--- config.mk ---
export PLATFORM = sky130hd
export DESIGN_NAME = pdt_detect_ctrl
export DESIGN_NICKNAME = d
export VERILOG_FILES = /design/src/rtl/pdt_pkg.sv /design/src/rtl/pdt_ready_sync.sv /design/src/rtl/pdt_trigger_timer.sv /design/src/rtl/pdt_detect_ctrl.sv
export SDC_FILE = /design/constraint.sdc
export NUM_CORES = 1
export LEC_CHECK = 0
export ABC_AREA = 1
export BUFFER_PORTS_ARGS = -buffer_cell sky130_fd_sc_hd__buf_4
export CORE_MARGIN = 2
export CORE_UTILIZATION = 30
export CTS_CLUSTER_SIZE = 12
export DETAILED_ROUTE_END_ITERATION = 8
export GPL_TIMING_DRIVEN = 0
export PLACE_DENSITY = 0.56
export SLEW_MARGIN = 20
export SYNTH_ARGS = -nofsm -noshare
export SYNTH_HDL_FRONTEND = slang
export SYNTH_HIERARCHICAL = 1
export SYNTH_SLANG_ARGS = --single-unit
--- constraint.sdc ---
create_clock -name CORE_CLK -period 3.6 [get_ports CORE_CLK]
set_clock_uncertainty 0.05 [all_clocks]
set_input_delay 0.36 -clock CORE_CLK [delete_from_list [all_inputs] [get_ports CORE_CLK]]
set_output_delay 0.36 -clock CORE_CLK [all_outputs]
set_load 0.005 [all_outputs]
--- src/rtl/pdt_pkg.sv ---
package pdt_pkg;
	// ==========================================
	// Timing
	localparam int CORE_HZ      = 20000000;
	localparam int LS_HZ_MILLI  = 32768000;
	// Phase accumulator for 32.768 kHz from core clock
	localparam int LS_ACC_W     = 24;
	localparam logic [LS_ACC_W-1:0] LS_ACC_INC =
		LS_ACC_W'((64'(LS_HZ_MILLI) << LS_ACC_W) / (64'(CORE_HZ) * 64'd1000));
	localparam int CMP_W        = 16;
	localparam int DIV_W        = 8;
	localparam logic [CMP_W-1:0] CMP_RESET = 16'hffff;
	localparam logic [DIV_W-1:0] DIV_RESET = 8'h05;
	// ==========================================
	// Sequencer
	typedef enum logic [1:0] {
		PDT_CMD_NONE,
		PDT_CMD_CHAN_DIS,
		PDT_CMD_STANDBY,
		PDT_CMD_WAKE
	} pdt_cmd_t;
	typedef enum logic [1:0] {
		PDT_CH_ALL,
		PDT_CH_DETECT
	} pdt_chcfg_t;
endpackage : pdt_pkg

--- src/rtl/pdt_ready_sync.sv ---
`timescale 1ns/100ps
`default_nettype none
module pdt_ready_sync (
	input  wire logic clk,
	input  wire logic rst,
	input  wire logic async_in,
	output logic      level,
	output logic      fall
);
	typedef struct packed {
		logic s1;
		logic s2;
		logic s3;
	} pdt_sync_t;
	pdt_sync_t r, next_r;
	// ==========================================
	// Two stages, then edge detect on stage two
	always_comb begin
		next_r    = r;
		next_r.s1 = async_in;
		next_r.s2 = r.s1;
		next_r.s3 = r.s2;
	end
	always_ff @(posedge clk) begin
		if (rst) begin
			r <= '1;
		end else begin
			r <= next_r;
		end
	end
	assign level = r.s2;
	assign fall  = r.s3 & ~r.s2;
endmodule : pdt_ready_sync
`default_nettype wire

--- src/rtl/pdt_trigger_timer.sv ---
`timescale 1ns/100ps
`default_nettype none
module pdt_trigger_timer
	import pdt_pkg::*;
#(
	parameter int CW = CMP_W,
	parameter int DW = DIV_W
) (
	input  wire logic          clk,
	input  wire logic          rst,
	input  wire logic          tick,
	input  wire logic          run,
	input  wire logic          preload,
	input  wire logic [CW-1:0] period_compare_value,
	input  wire logic [CW-1:0] pulse_compare_value,
	input  wire logic [DW-1:0] divider,
	output logic               out_pin,
	output logic [CW-1:0]      count
);
	typedef struct packed {
		logic [CW-1:0] cnt;
		logic [DW-1:0] div;
		logic          out;
	} pdt_tmr_t;
	pdt_tmr_t r, next_r;
	logic     step;
	// ==========================================
	// Divided tick, up mode, reset/set output
	always_comb begin
		next_r = r;
		step   = 1'b0;
		if (preload) begin
			next_r.cnt = pulse_compare_value;
			next_r.div = '0;
			// Loaded count already sits on the pulse match, so the pin drops at once unless pulse exceeds period
			next_r.out = (pulse_compare_value > period_compare_value);
		end else if (run && tick) begin
			if (r.div + DW'(1) >= divider || divider == '0) begin
				next_r.div = '0;
				step       = 1'b1;
			end else begin
				next_r.div = r.div + DW'(1);
			end
		end
		if (step) begin
			if (r.cnt >= period_compare_value) begin
				next_r.cnt = '0;
			end else begin
				next_r.cnt = r.cnt + CW'(1);
			end
			// Low while the count sits in pulse..period gives period+1-pulse ticks
			if (next_r.cnt == pulse_compare_value) begin
				next_r.out = 1'b0;
			end else if (next_r.cnt == '0) begin
				next_r.out = 1'b1;
			end
		end
	end
	always_ff @(posedge clk) begin
		if (rst) begin
			r <= '{cnt: '0, div: '0, out: 1'b1};
		end else begin
			r <= next_r;
		end
	end
	assign out_pin = r.out;
	assign count   = r.cnt;
endmodule : pdt_trigger_timer
`default_nettype wire

--- src/rtl/pdt_detect_ctrl.sv ---
`timescale 1ns/100ps
`default_nettype none
module pdt_detect_ctrl
	import pdt_pkg::*;
(
	input  wire logic                 CORE_CLK,
	input  wire logic                 RST,
	input  wire logic                 ENTER,
	input  wire logic                 EXIT,
	input  wire logic [CMP_W-1:0]     PERIOD_COMPARE_VALUE,
	input  wire logic [CMP_W-1:0]     PULSE_COMPARE_VALUE,
	input  wire logic [DIV_W-1:0]     DIVIDER,
	input  wire logic                 CMD_DONE,
	input  wire logic                 CONVERSION_READY_FLAG_N,
	output pdt_pkg::pdt_cmd_t         CMD,
	output pdt_pkg::pdt_chcfg_t       CMD_CHCFG,
	output logic                      CMD_VALID,
	output logic                      TRIG_RESET_N,
	output logic                      CONVERTER_CLOCK_INPUT,
	output logic                      READY_IRQ_EN,
	output logic                      DETECT_ACTIVE,
	output logic                      TAMPER_IRQ,
	output logic                      SAMPLE_IRQ,
	output logic                      BUSY
);
	import pdt_pkg::*;
	typedef enum {
		ST_NORMAL,
		ST_EN_CHDIS,
		ST_EN_STBY,
		ST_EN_START,
		ST_DETECT,
		ST_EX_STOP,
		ST_EX_WAKE,
		ST_EX_CHEN
	} pdt_state_t;
	typedef struct packed {
		pdt_state_t          st;
		logic                timer_pin;
		logic                clk_on;
		logic                irq_en;
		logic                run;
		logic                clkdiv;
		logic [LS_ACC_W-1:0] acc;
		logic                tick;
		logic                tamper;
		logic                sample;
		pdt_cmd_t            cmd;
		pdt_chcfg_t          chcfg;
		logic                cmd_v;
	} pdt_ctl_t;
	pdt_ctl_t r, next_r;
	logic preload;
	logic tmr_out;
	logic rdy_fall;
	logic [LS_ACC_W:0] acc_sum;
	// ==========================================
	// Ready input crossing
	pdt_ready_sync u_sync (
		.clk      (CORE_CLK),
		.rst      (RST),
		.async_in (CONVERSION_READY_FLAG_N),
		.level    (),
		.fall     (rdy_fall)
	);
	// ==========================================
	// Trigger timer
	pdt_trigger_timer u_tmr (
		.clk                  (CORE_CLK),
		.rst                  (RST),
		.tick                 (r.tick),
		.run                  (r.run),
		.preload              (preload),
		.period_compare_value (PERIOD_COMPARE_VALUE),
		.pulse_compare_value  (PULSE_COMPARE_VALUE),
		.divider              (DIVIDER),
		.out_pin              (tmr_out),
		.count                ()
	);
	// ==========================================
	// Sequencer
	always_comb begin
		next_r  = r;
		preload = 1'b0;
		// Low-speed tick keeps timing independent of the converter clock
		acc_sum = {1'b0, r.acc} + {1'b0, LS_ACC_INC};
		next_r.acc  = acc_sum[LS_ACC_W-1:0];
		next_r.tick = acc_sum[LS_ACC_W];
		// Core clock halved, mirroring the crystal divide by two
		next_r.clkdiv = r.clk_on ? ~r.clkdiv : 1'b0;
		next_r.tamper = 1'b0;
		next_r.sample = 1'b0;
		if (rdy_fall && r.irq_en) begin
			if (r.st == ST_DETECT) begin
				next_r.tamper = 1'b1;
			end else begin
				next_r.sample = 1'b1;
			end
		end
		if (r.cmd_v && CMD_DONE) begin
			next_r.cmd_v = 1'b0;
		end
		case (r.st)
			ST_NORMAL: begin
				if (ENTER) begin
					next_r.irq_en = 1'b0;
					next_r.cmd    = PDT_CMD_CHAN_DIS;
					next_r.chcfg  = PDT_CH_DETECT;
					next_r.cmd_v  = 1'b1;
					next_r.st     = ST_EN_CHDIS;
				end
			end
			ST_EN_CHDIS: begin
				if (r.cmd_v && CMD_DONE) begin
					next_r.cmd   = PDT_CMD_STANDBY;
					next_r.cmd_v = 1'b1;
					next_r.st    = ST_EN_STBY;
				end
			end
			ST_EN_STBY: begin
				if (r.cmd_v && CMD_DONE) begin
					// Load with the pin switch so a stale timer level never shows
					preload          = 1'b1;
					next_r.timer_pin = 1'b1;
					next_r.clk_on    = 1'b0;
					next_r.st        = ST_EN_START;
				end
			end
			ST_EN_START: begin
				next_r.run    = 1'b1;
				next_r.irq_en = 1'b1;
				next_r.st     = ST_DETECT;
			end
			ST_DETECT: begin
				if (EXIT) begin
					next_r.run    = 1'b0;
					next_r.irq_en = 1'b0;
					next_r.st     = ST_EX_STOP;
				end
			end
			ST_EX_STOP: begin
				next_r.timer_pin = 1'b0;
				next_r.clk_on    = 1'b1;
				next_r.cmd       = PDT_CMD_WAKE;
				next_r.cmd_v     = 1'b1;
				next_r.st        = ST_EX_WAKE;
			end
			ST_EX_WAKE: begin
				if (r.cmd_v && CMD_DONE) begin
					next_r.cmd   = PDT_CMD_CHAN_DIS;
					next_r.chcfg = PDT_CH_ALL;
					next_r.cmd_v = 1'b1;
					next_r.st    = ST_EX_CHEN;
				end
			end
			ST_EX_CHEN: begin
				if (r.cmd_v && CMD_DONE) begin
					next_r.irq_en = 1'b1;
					next_r.cmd    = PDT_CMD_NONE;
					next_r.st     = ST_NORMAL;
				end
			end
			default: begin
				next_r.st = ST_NORMAL;
			end
		endcase
	end
	always_ff @(posedge CORE_CLK) begin
		if (RST) begin
			r <= '{st: ST_NORMAL, timer_pin: 1'b0, clk_on: 1'b1, irq_en: 1'b1,
				run: 1'b0, clkdiv: 1'b0, acc: '0, tick: 1'b0, tamper: 1'b0,
				sample: 1'b0, cmd: PDT_CMD_NONE, chcfg: PDT_CH_ALL, cmd_v: 1'b0};
		end else begin
			r <= next_r;
		end
	end
	// ==========================================
	// Outputs; GPIO mode holds the pin high
	assign TRIG_RESET_N          = r.timer_pin ? tmr_out : 1'b1;
	assign CONVERTER_CLOCK_INPUT = r.clkdiv;
	assign CMD                   = r.cmd;
	assign CMD_CHCFG             = r.chcfg;
	assign CMD_VALID             = r.cmd_v;
	assign READY_IRQ_EN          = r.irq_en;
	assign DETECT_ACTIVE         = (r.st == ST_DETECT);
	assign TAMPER_IRQ            = r.tamper;
	assign SAMPLE_IRQ            = r.sample;
	assign BUSY                  = (r.st != ST_NORMAL) && (r.st != ST_DETECT);
endmodule : pdt_detect_ctrl
`default_nettype wire

==> results of run 1 <==
-- metal layers --
| layer | track usage (%) | vias up | share of wire [%] |
|---|---|---|---|
| met1 | 22.51 | 2530 | 49 |
| met5 | 0 | - | 0 |
| met2 | 25.91 | 160 | 45 |
| met4 | 5.263 | 0 | 1.4 |
| li1 | - | 2987 | - |
| met3 | 2.959 | 15 | 5.2 |
-- power breakdown --
group	switching (W)	internal, W	total, W
combinational	0.000540	0.000358	0.000899
clock	0.000363	0.000634	0.000997
sequential	0.0000992	0.000831	0.000931
-- worst max-delay path: cells and delay by family, from the launching register on --
| kind | cells | cell delay, ns |
|---|---|---|
| AO/OA/AOI/OAI | 4 | 0.56 |
| XOR/XNOR | 1 | 0.21 |
| adder cells (fa/ha/maj) | 1 | 0.28 |
| buffers and inverters | 3 | 0.59 |
| flip-flops | 1 | 0.41 |
| AND/OR/NAND/NOR | 6 | 1.00 |
-- how the worst max path moves through the flow --
stage / depth (start not counted) / end / start
floorplan: 15 / u_tmr/count[0] / u_tmr/r[1]
global placement: 15 / u_tmr/count[0] / u_tmr/r[1]
detailed placement: 15 / u_tmr/count[0] / u_tmr/r[1]
CTS: 15 / u_tmr/count[0] / u_tmr/r[1]
global route: 15 / u_tmr/count[0] / u_tmr/r[1]
finish: 15 / u_tmr/count[0] / u_tmr/r[1]
-- metrics by stage --
step	cells	instance area, um^2
floorplan	885	5529
global placement	1170	6236
detailed placement	1170	6236
CTS	1186	6570
global route	1186	6570
finish	1186	6570
-- cells in the final DEF, fill, tap and decap left out, types with 2 or more instances in the layout --
master / count
nand2_1: 229
inv_1: 141
nor2_1: 93
dfxtp_1: 67
nand3_1: 62
buf_4: 61
a21oi_1: 46
ha_1: 43
nand4_1: 33
o21ai_0: 28
nor2_2: 12
xor2_1: 12
nand2_2: 11
nor2_4: 10
buf_2: 9
o211ai_1: 9
clkbuf_16: 9
inv_2: 8
nor3_1: 8
o21ai_1: 7
nand2_4: 6
nand3b_1: 5
a211oi_1: 5
clkbuf_1: 4
a31oi_1: 4
nand3_2: 3
inv_6: 3
buf_6: 2
o21bai_2: 2
bufinv_16: 2
xnor2_1: 2
nor4_1: 2
o21bai_1: 2
-- state kept, by name (all words and copies together) (netlist names), 2 cells and up --
name         flops
r               31
u_tmr/count     16
CMD              2
u_tmr/r          8
-- cell type report --
type | count | area [um^2]
Multi-Input combinational cell | 646 | 3495
Fill cell | 2025 | 11450
Timing Repair Buffer | 56 | 420.4
Clock buffer | 10 | 239.0
Tap cell | 229 | 286.5
Clock inverter | 6 | 95.09
Sequential cell | 67 | 1341
Inverter | 150 | 564.3
Buffer | 22 | 128.9
==> results.cfg, run 1 <==
[sta]
worst_slack_ns = 0.3960
finalCritPeriodShare_pct = 89.00
grt_setup_unrepaired = no
hold-worst-slack_ns = 0.1463
drv_slew = 0
fin_setup_tns_ns = 0
finalCriticalPeriod_ns = 3.204
hold_viol_final = 0
setup_violations = 0
fmax_mhz = 312.1
worst_pin_slew_ns = 0.6087
relSlewSlack_pct = 59.42

[yosys]
syn_nets = 974
synth_area_mm2 = 0.005529
syn_inst = 885
yosys_warnings = 6
synth.avg_cell_area_um2 = 6.248

[detailed_routing]
dr.first_iter.drc_count = 432
drtPass1Iterations = 4
num_vias = 5692
vias_per_cell = 4.799
routed_wl_um = 15320
post_drt_wl_per_cell_um = 12.91
drt.antenna.violating_nets = 0
drc = 0

[power]
ir_drop_mv = 0.2500
total_power_w = 0.002826
power_leakage_nw = 3.405
p_per_area_mw_per_mm2 = 430.2

[flow_run]
cap_violations = 0

[worst_setup_path]
cp.required_ns = 3.78
critPathMaxStageDelay_ns = 0.41
r2r_end = u_tmr/count[0]
path_cells = nand3_1, nand3b_1, nand3b_1, xnor2_1, ha_1, a21oi_1, o21a_1, nand4_1, nand2_1, nor2_2, inv_1, buf_2, o22ai_1, o21ai_0, inv_1
crit_path_start_kind = flop
reg2reg_setup_slack_ns = 0.40
r2r-start = u_tmr/r[1]
crit_path_max_fanout = 10
critPathSlowestCell = dfxtp_1
end_kind = flop
crit_arrival_ns = 3.38
critPathKind = reg -> reg
rr_worst_depth = 15

[clocking]
numCtsBuffers = 9
cts_sinks = 67
cts_tree = done
cts_resized = 0
cts_root_buffer = clkbuf_16
clkTransAtPathRegs_ns = 0.06
cts_setup_buffers = 0
cts_hold_buffers = 0
htree_levels = 3
clock_path_buffers = 2
clk_latency_ns = 0.35

[global_route]
grt_max_degree = 14
grt_overflow_total = 0
grt_pass1_wl_um = 25940
grt_pass1_vias = 5344
grt_use_total_pct = 16.35
antenna_found_initial = 0

[floorplan]
num_rows = 49
die_x_um = 139.8
dieArea_mm2 = 0.01953
core_mm2 = 0.01802
initial_core_util_pct = 30.67
die_height_um = 139.8
pin_count = 58

[hold_path]
hold_start = CONVERSION_READY_FLAG_N
hold_depth = 3
whs_endpoint = u_sync/next_r[1]
hp-class = in -> reg

[place]
place_hpwl_um = 12000
gp_congestion = 0.8937
place_ws_ns = 0.4272
placement.io_buffers = 56

[cells_and_area]
drive_gt1_share_pct = 15.15
nets = 1041
finish.utilization_pct = 36.45
syn2layout_area_growth_pct = 18.83
diodes = 0

[status]
run_status = complete, no violations
(Power assumes the default switching activity.)
==> run 2: changes to the inputs <==
--- a/config.mk
+++ b/config.mk
@@ -7,7 +7,7 @@
 export LEC_CHECK = 0
 export ABC_AREA = 1
 export BUFFER_PORTS_ARGS = -buffer_cell sky130_fd_sc_hd__buf_4
-export CORE_MARGIN = 2
+export CORE_MARGIN = 10
 export CORE_UTILIZATION = 30
 export CTS_CLUSTER_SIZE = 12
 export DETAILED_ROUTE_END_ITERATION = 8
==> run 2 against run 1 <==
  * Total power fell by 3.1%
  * Cell count did not move
  * Sequential power is essentially flat
  * Sequential share of layout area is 0.086 points higher
  * Worst hold slack better by 0.00062 ns
  * Highest routed layer unchanged
  * Register-to-register slack about the same
  * Non-clock buffer count unchanged
  * Clock power down 9.1%
  * Critical path type unchanged
==> results.cfg, run 2 (synthesis gave the netlist of run 1 again) <==
[clocking]
cts_sinks = 67
clkTransAtPathRegs_ns = 0.05
cts_root_buffer = clkbuf_16
clk_latency_ns = 0.34
clock_path_buffers = 2
cts_tree = done
cts_setup_buffers = 0
htree_levels = 3
cts_resized = 0
numCtsBuffers = 9
cts_hold_buffers = 0

[power]
combPwrFrac_pct = 32.9
total_power_w = 0.002740
ir_drop_mv = 0.2399
power_frac_clock_pct = 33.1
power_leakage_nw = 3.387
p_per_area_mw_per_mm2 = 418.8
intPower_w = 0.001766
p_switching_w = 0.0009742
p_seq_share_pct = 34.0
switching_share_pct = 35.56

[sta]
fin_setup_tns_ns = 0
setup_violations = 0
hold_viol_final = 0
fmax_mhz = 311.1
worst_pin_slew_ns = 0.6129
finalCriticalPeriod_ns = 3.215
drv_slew = 0
finalCritPeriodShare_pct = 89.30
grt_setup_unrepaired = no
relSlewSlack_pct = 59.14

[global_route]
met1_usage_pct = 16.98
grt_use_met3_pct = 3.364
grt_pass1_wl_um = 26250
grt_use_total_pct = 13.12
grt_max_degree = 12
grt-busiest-layer = met2
grt_overflow_total = 0
grtUsageMet2_pct = 20.77
grt_pass1_vias = 5454
antenna_found_initial = 0

[cells_and_area]
drive_gt1_share_pct = 14.94
syn2layout_area_growth_pct = 18.33
top_register = r
largest_reg_flops = 31
layout_commonest_cell = nand2_1
diodes = 0
nets = 1041
layout_common_cells = nand2_1, inv_1, nor2_1

[floorplan]
initial_core_util_pct = 30.67
die_x_um = 155.8
die_height_um = 155.8
dieArea_mm2 = 0.02426
core_mm2 = 0.01802
pin_count = 58
num_rows = 49

[detailed_routing]
post_drt_wl_per_cell_um = 13.26
dr.first_iter.drc_count = 373
drt.antenna.violating_nets = 0
vias_per_cell = 4.747
routed_wl_um = 15720
num_vias = 5630
drtPass1Iterations = 5
drc = 0

[flow_run]
cap_violations = 0

[worst_setup_path]
critPathSlowestCell = dfxtp_1
crit_arrival_ns = 3.39
path_cells = nand3_1, nand3b_1, nand3b_1, xnor2_1, ha_1, a21oi_1, o21a_1, nand4_1, nand2_1, nor2_2, inv_1, buf_2, o22ai_1, o21ai_0, inv_1
crit_path_start_kind = flop
critPathKind = reg -> reg
critPathMaxStageDelay_ns = 0.40
cp.required_ns = 3.78
end_kind = flop
crit_path_max_fanout = 10

[hold_path]
hp-class = in -> reg

[place]
gp_congestion = 0.9162
place_hpwl_um = 12510
placement.io_buffers = 56

[status]
run_status = complete, no violations
run 2: cell types whose count changed in the layout (fill, tap and decap cells not counted):
cell,delta
clkbuf_8,+1
clkinvlp_4,+1
bufinv_16,-1
inv_6,-3
clkbuf_1,+2
run 2: power by group through the flow:
stage / registers, W / logic (W) / clock network [W]
after floorplan: 0.000919 / 0.000666 / 0
after global placement: 0.000945 / 0.000901 / 0
after detailed placement: 0.000946 / 0.000906 / 0
after CTS: 0.000931 / 0.000909 / 0.000938
after global routing: 0.000948 / 0.00103 / 0.000969
final: 0.000932 / 0.000902 / 0.000906
run 2: stage by stage:
| step | worst slack [ns] | util (%) | hold WS [ns] | std cells | instance area, um^2 |
|---|---|---|---|---|---|
| 2_1_floorplan | 1.020 | - | 0.3295 | 885 | 5529 |
| 3_3_place_gp | 0.3898 | 34.60 | 0.3378 | 1170 | 6236 |
| 3_5_place_dp | 0.4147 | 34.60 | 0.3409 | 1170 | 6236 |
| 4_1_cts | 0.3946 | 36.30 | 0.1313 | 1186 | 6543 |
| 5_1_grt | 0.04044 | 36.30 | 0.1433 | 1186 | 6543 |
| 6_report | 0.3852 | 36.30 | 0.1469 | 1186 | 6543 |
run 2: worst max-delay path, delay by kind of cell (launching register included):
family | cells | cell delay, ns
adder cells (fa/ha/maj) | 1 | 0.29
XOR/XNOR | 1 | 0.24
flip-flops | 1 | 0.40
AND/OR/NAND/NOR | 6 | 1.01
AO/OA/AOI/OAI | 4 | 0.55
buffers and inverters | 3 | 0.56
run 2: final timing paths:
kind | startpoint | to | slack, ns | cells past startpoint
hold reg to reg | u_sync/next_r[1] | u_sync/level | 0.35 | 2
setup / recovery | u_tmr/r[1] | u_tmr/count[0] | 0.39 | 15
setup reg to reg | u_tmr/r[1] | u_tmr/count[0] | 0.39 | 15
hold / removal | CONVERSION_READY_FLAG_N | u_sync/next_r[1] | 0.15 | 3
run 2: layout make-up:
cell class                 count  area (um^2)
fill                        2016        11480
multi-input combinational    646         3495
sequential                    67         1341
inverter                     150        564.3
timing repair buffer          56        420.4
tap                          229        286.5
clock buffer                  13        260.3
buffer                        22        128.9
clock inverter                 3        46.29
run 2: layer usage:
layer / share of wire, % / vias to the layer above
met2: 45 / 102
met3: 4.5 / 18
met5: 0 / -
met4: 1.4 / 0
li1: - / 2997
met1: 49 / 2513
==> run 3: changes to the inputs <==
--- a/config.mk
+++ b/config.mk
@@ -6,13 +6,13 @@
 export NUM_CORES = 1
 export LEC_CHECK = 0
 export ABC_AREA = 1
-export BUFFER_PORTS_ARGS = -buffer_cell sky130_fd_sc_hd__buf_4
 export CORE_MARGIN = 10
 export CORE_UTILIZATION = 30
 export CTS_CLUSTER_SIZE = 12
 export DETAILED_ROUTE_END_ITERATION = 8
+export DONT_BUFFER_PORTS = 1
 export GPL_TIMING_DRIVEN = 0
-export PLACE_DENSITY = 0.56
+export PLACE_DENSITY = 0.54
 export SLEW_MARGIN = 20
 export SYNTH_ARGS = -nofsm -noshare
 export SYNTH_HDL_FRONTEND = slang
==> run 3 against run 2 <==
  * Worst setup slack improved by 0.030 ns
  * Clock power increased by 11%
  * Sequential share of layout area increased by 1.3 points
  * Highest routed layer unchanged
==> results.cfg, run 3 (synthesis gave the netlist of run 1 again) <==
[worst_setup_path]
critPathBufInv = 3
critPathMaxStageDelay_ns = 0.41
end_kind = flop
cp.required_ns = 3.78
crit_path_start_kind = flop
path_cells = nand3_1, nand3b_1, nand3b_1, xnor2_1, ha_1, a21oi_1, o21a_1, nand4_1, nand2_1, nor2_2, inv_1, buf_2, o22ai_1, o21ai_0, inv_1
critPathKind = reg -> reg
critPathTopFamily = simple AND/OR/NAND/NOR gates
reg2reg_setup_slack_ns = 0.42
crit_arrival_ns = 3.36
crit_path_max_fanout = 10
critPathSlowestCell = dfxtp_1

[sta]
grt_setup_unrepaired = no
worst_slack_ns = 0.4152
drv_slew = 0
relSlewSlack_pct = 59.30
worst_pin_slew_ns = 0.6104
finalCritPeriodShare_pct = 88.47
hold-worst-slack_ns = 0.03708
fin_setup_tns_ns = 0
fmax_mhz = 314.0
setup_violations = 0
finalCriticalPeriod_ns = 3.185
hold_viol_final = 0

[clocking]
htree_levels = 3
clock_path_buffers = 2
cts_resized = 0
cts_setup_buffers = 0
cts_sinks = 67
cts_hold_buffers = 0
cts_tree = done
numCtsBuffers = 9
cts_root_buffer = clkbuf_16
clk_latency_ns = 0.34
clkTransAtPathRegs_ns = 0.05

[power]
p_per_area_mw_per_mm2 = 446.5
ir_drop_mv = 0.2573
power_leakage_nw = 3.127

[global_route]
grt_use_total_pct = 13.03
grt_overflow_total = 0
grt_pass1_wl_um = 25620
antenna_found_initial = 0
grt_max_degree = 12
grt_pass1_vias = 5100

[cells_and_area]
diodes = 0
multi_input_area_mm2 = 0.003495
largest_reg_flops = 31
drive_gt1_share_pct = 9.667
layout_commonest_cell = nand2_1
finish.utilization_pct = 34.10
top_register = r
ff_latch_area_mm2 = 0.001341
fillCellCount = 2038
syn2layout_area_growth_pct = 11.18
nets = 985
stdcell_area_mm2 = 0.006147
layout_common_cells = nand2_1, inv_1, nor2_1

[detailed_routing]
drt.antenna.violating_nets = 0
dr.first_iter.drc_count = 435
post_drt_wl_per_cell_um = 13.79
vias_per_cell = 4.839
drc = 0
num_vias = 5463
routed_wl_um = 15570
drtPass1Iterations = 5

[floorplan]
die_x_um = 155.8
core_mm2 = 0.01802
pin_count = 58
num_rows = 49
die_height_um = 155.8
dieArea_mm2 = 0.02426
initial_core_util_pct = 30.67

[place]
gp_congestion = 0.8731
placement.io_buffers = 0
dpl_cell_area_mm2 = 0.005816
place_hpwl_um = 12370
place_ws_ns = 0.3791

[flow_run]
cap_violations = 0

[status]
run_status = complete, no violations

[hold_path]
hp-class = in -> reg
==> run 3: cell types whose count changed in the layout (fill, tap and decap cells not counted), sizes merged <==
cell | before | now
buf | 73 | 17
clkbuf | 18 | 15
bufinv | 1 | 3
==> run 3: area by class of cell <==
type	count	share of cell area, %
tap	229	4.661
sequential	67	21.82
buffer	22	2.096
clock inverter	5	1.669
inverter	150	9.180
clock buffer	10	3.725
multi-input combinational	646	56.85
==> run 3: path summary, 6_finish.rpt <==
kind	end	start	cells after the start
hold reg to reg	u_sync/level	u_sync/next_r[1]	2
setup / recovery	u_tmr/count[0]	u_tmr/r[1]	15
setup reg to reg	u_tmr/count[0]	u_tmr/r[1]	15
hold / removal	u_tmr/count[9]	RST	1
==> run 3: where the power goes <==
group	internal, W	switching [W]	total [W]
sequential	0.000832	0.0000993	0.000931
combinational	0.000292	0.000516	0.000808
clock	0.000671	0.000335	0.00101
==> run 3: through the flow <==
| step | total power [W] | std cells |
|---|---|---|
| global route | 0.002943 | 1129 |
| CTS | 0.002781 | 1129 |
| global placement | 0.001752 | 1114 |
| floorplan | 0.001584 | 885 |
| finish | 0.002745 | 1129 |
| detailed placement | 0.001757 | 1114 |
==> run 3: per-layer routing <==
| metal | vias to the layer above | GRT usage, % | part of all wire, % |
|---|---|---|---|
| li1 | 2873 | - | - |
| met1 | 2412 | 17.51 | 48 |
| met2 | 159 | 19.70 | 43 |
| met3 | 19 | 3.336 | 7.1 |
| met4 | 0 | 4.590 | 1.8 |
| met5 | - | 0 | 0 |
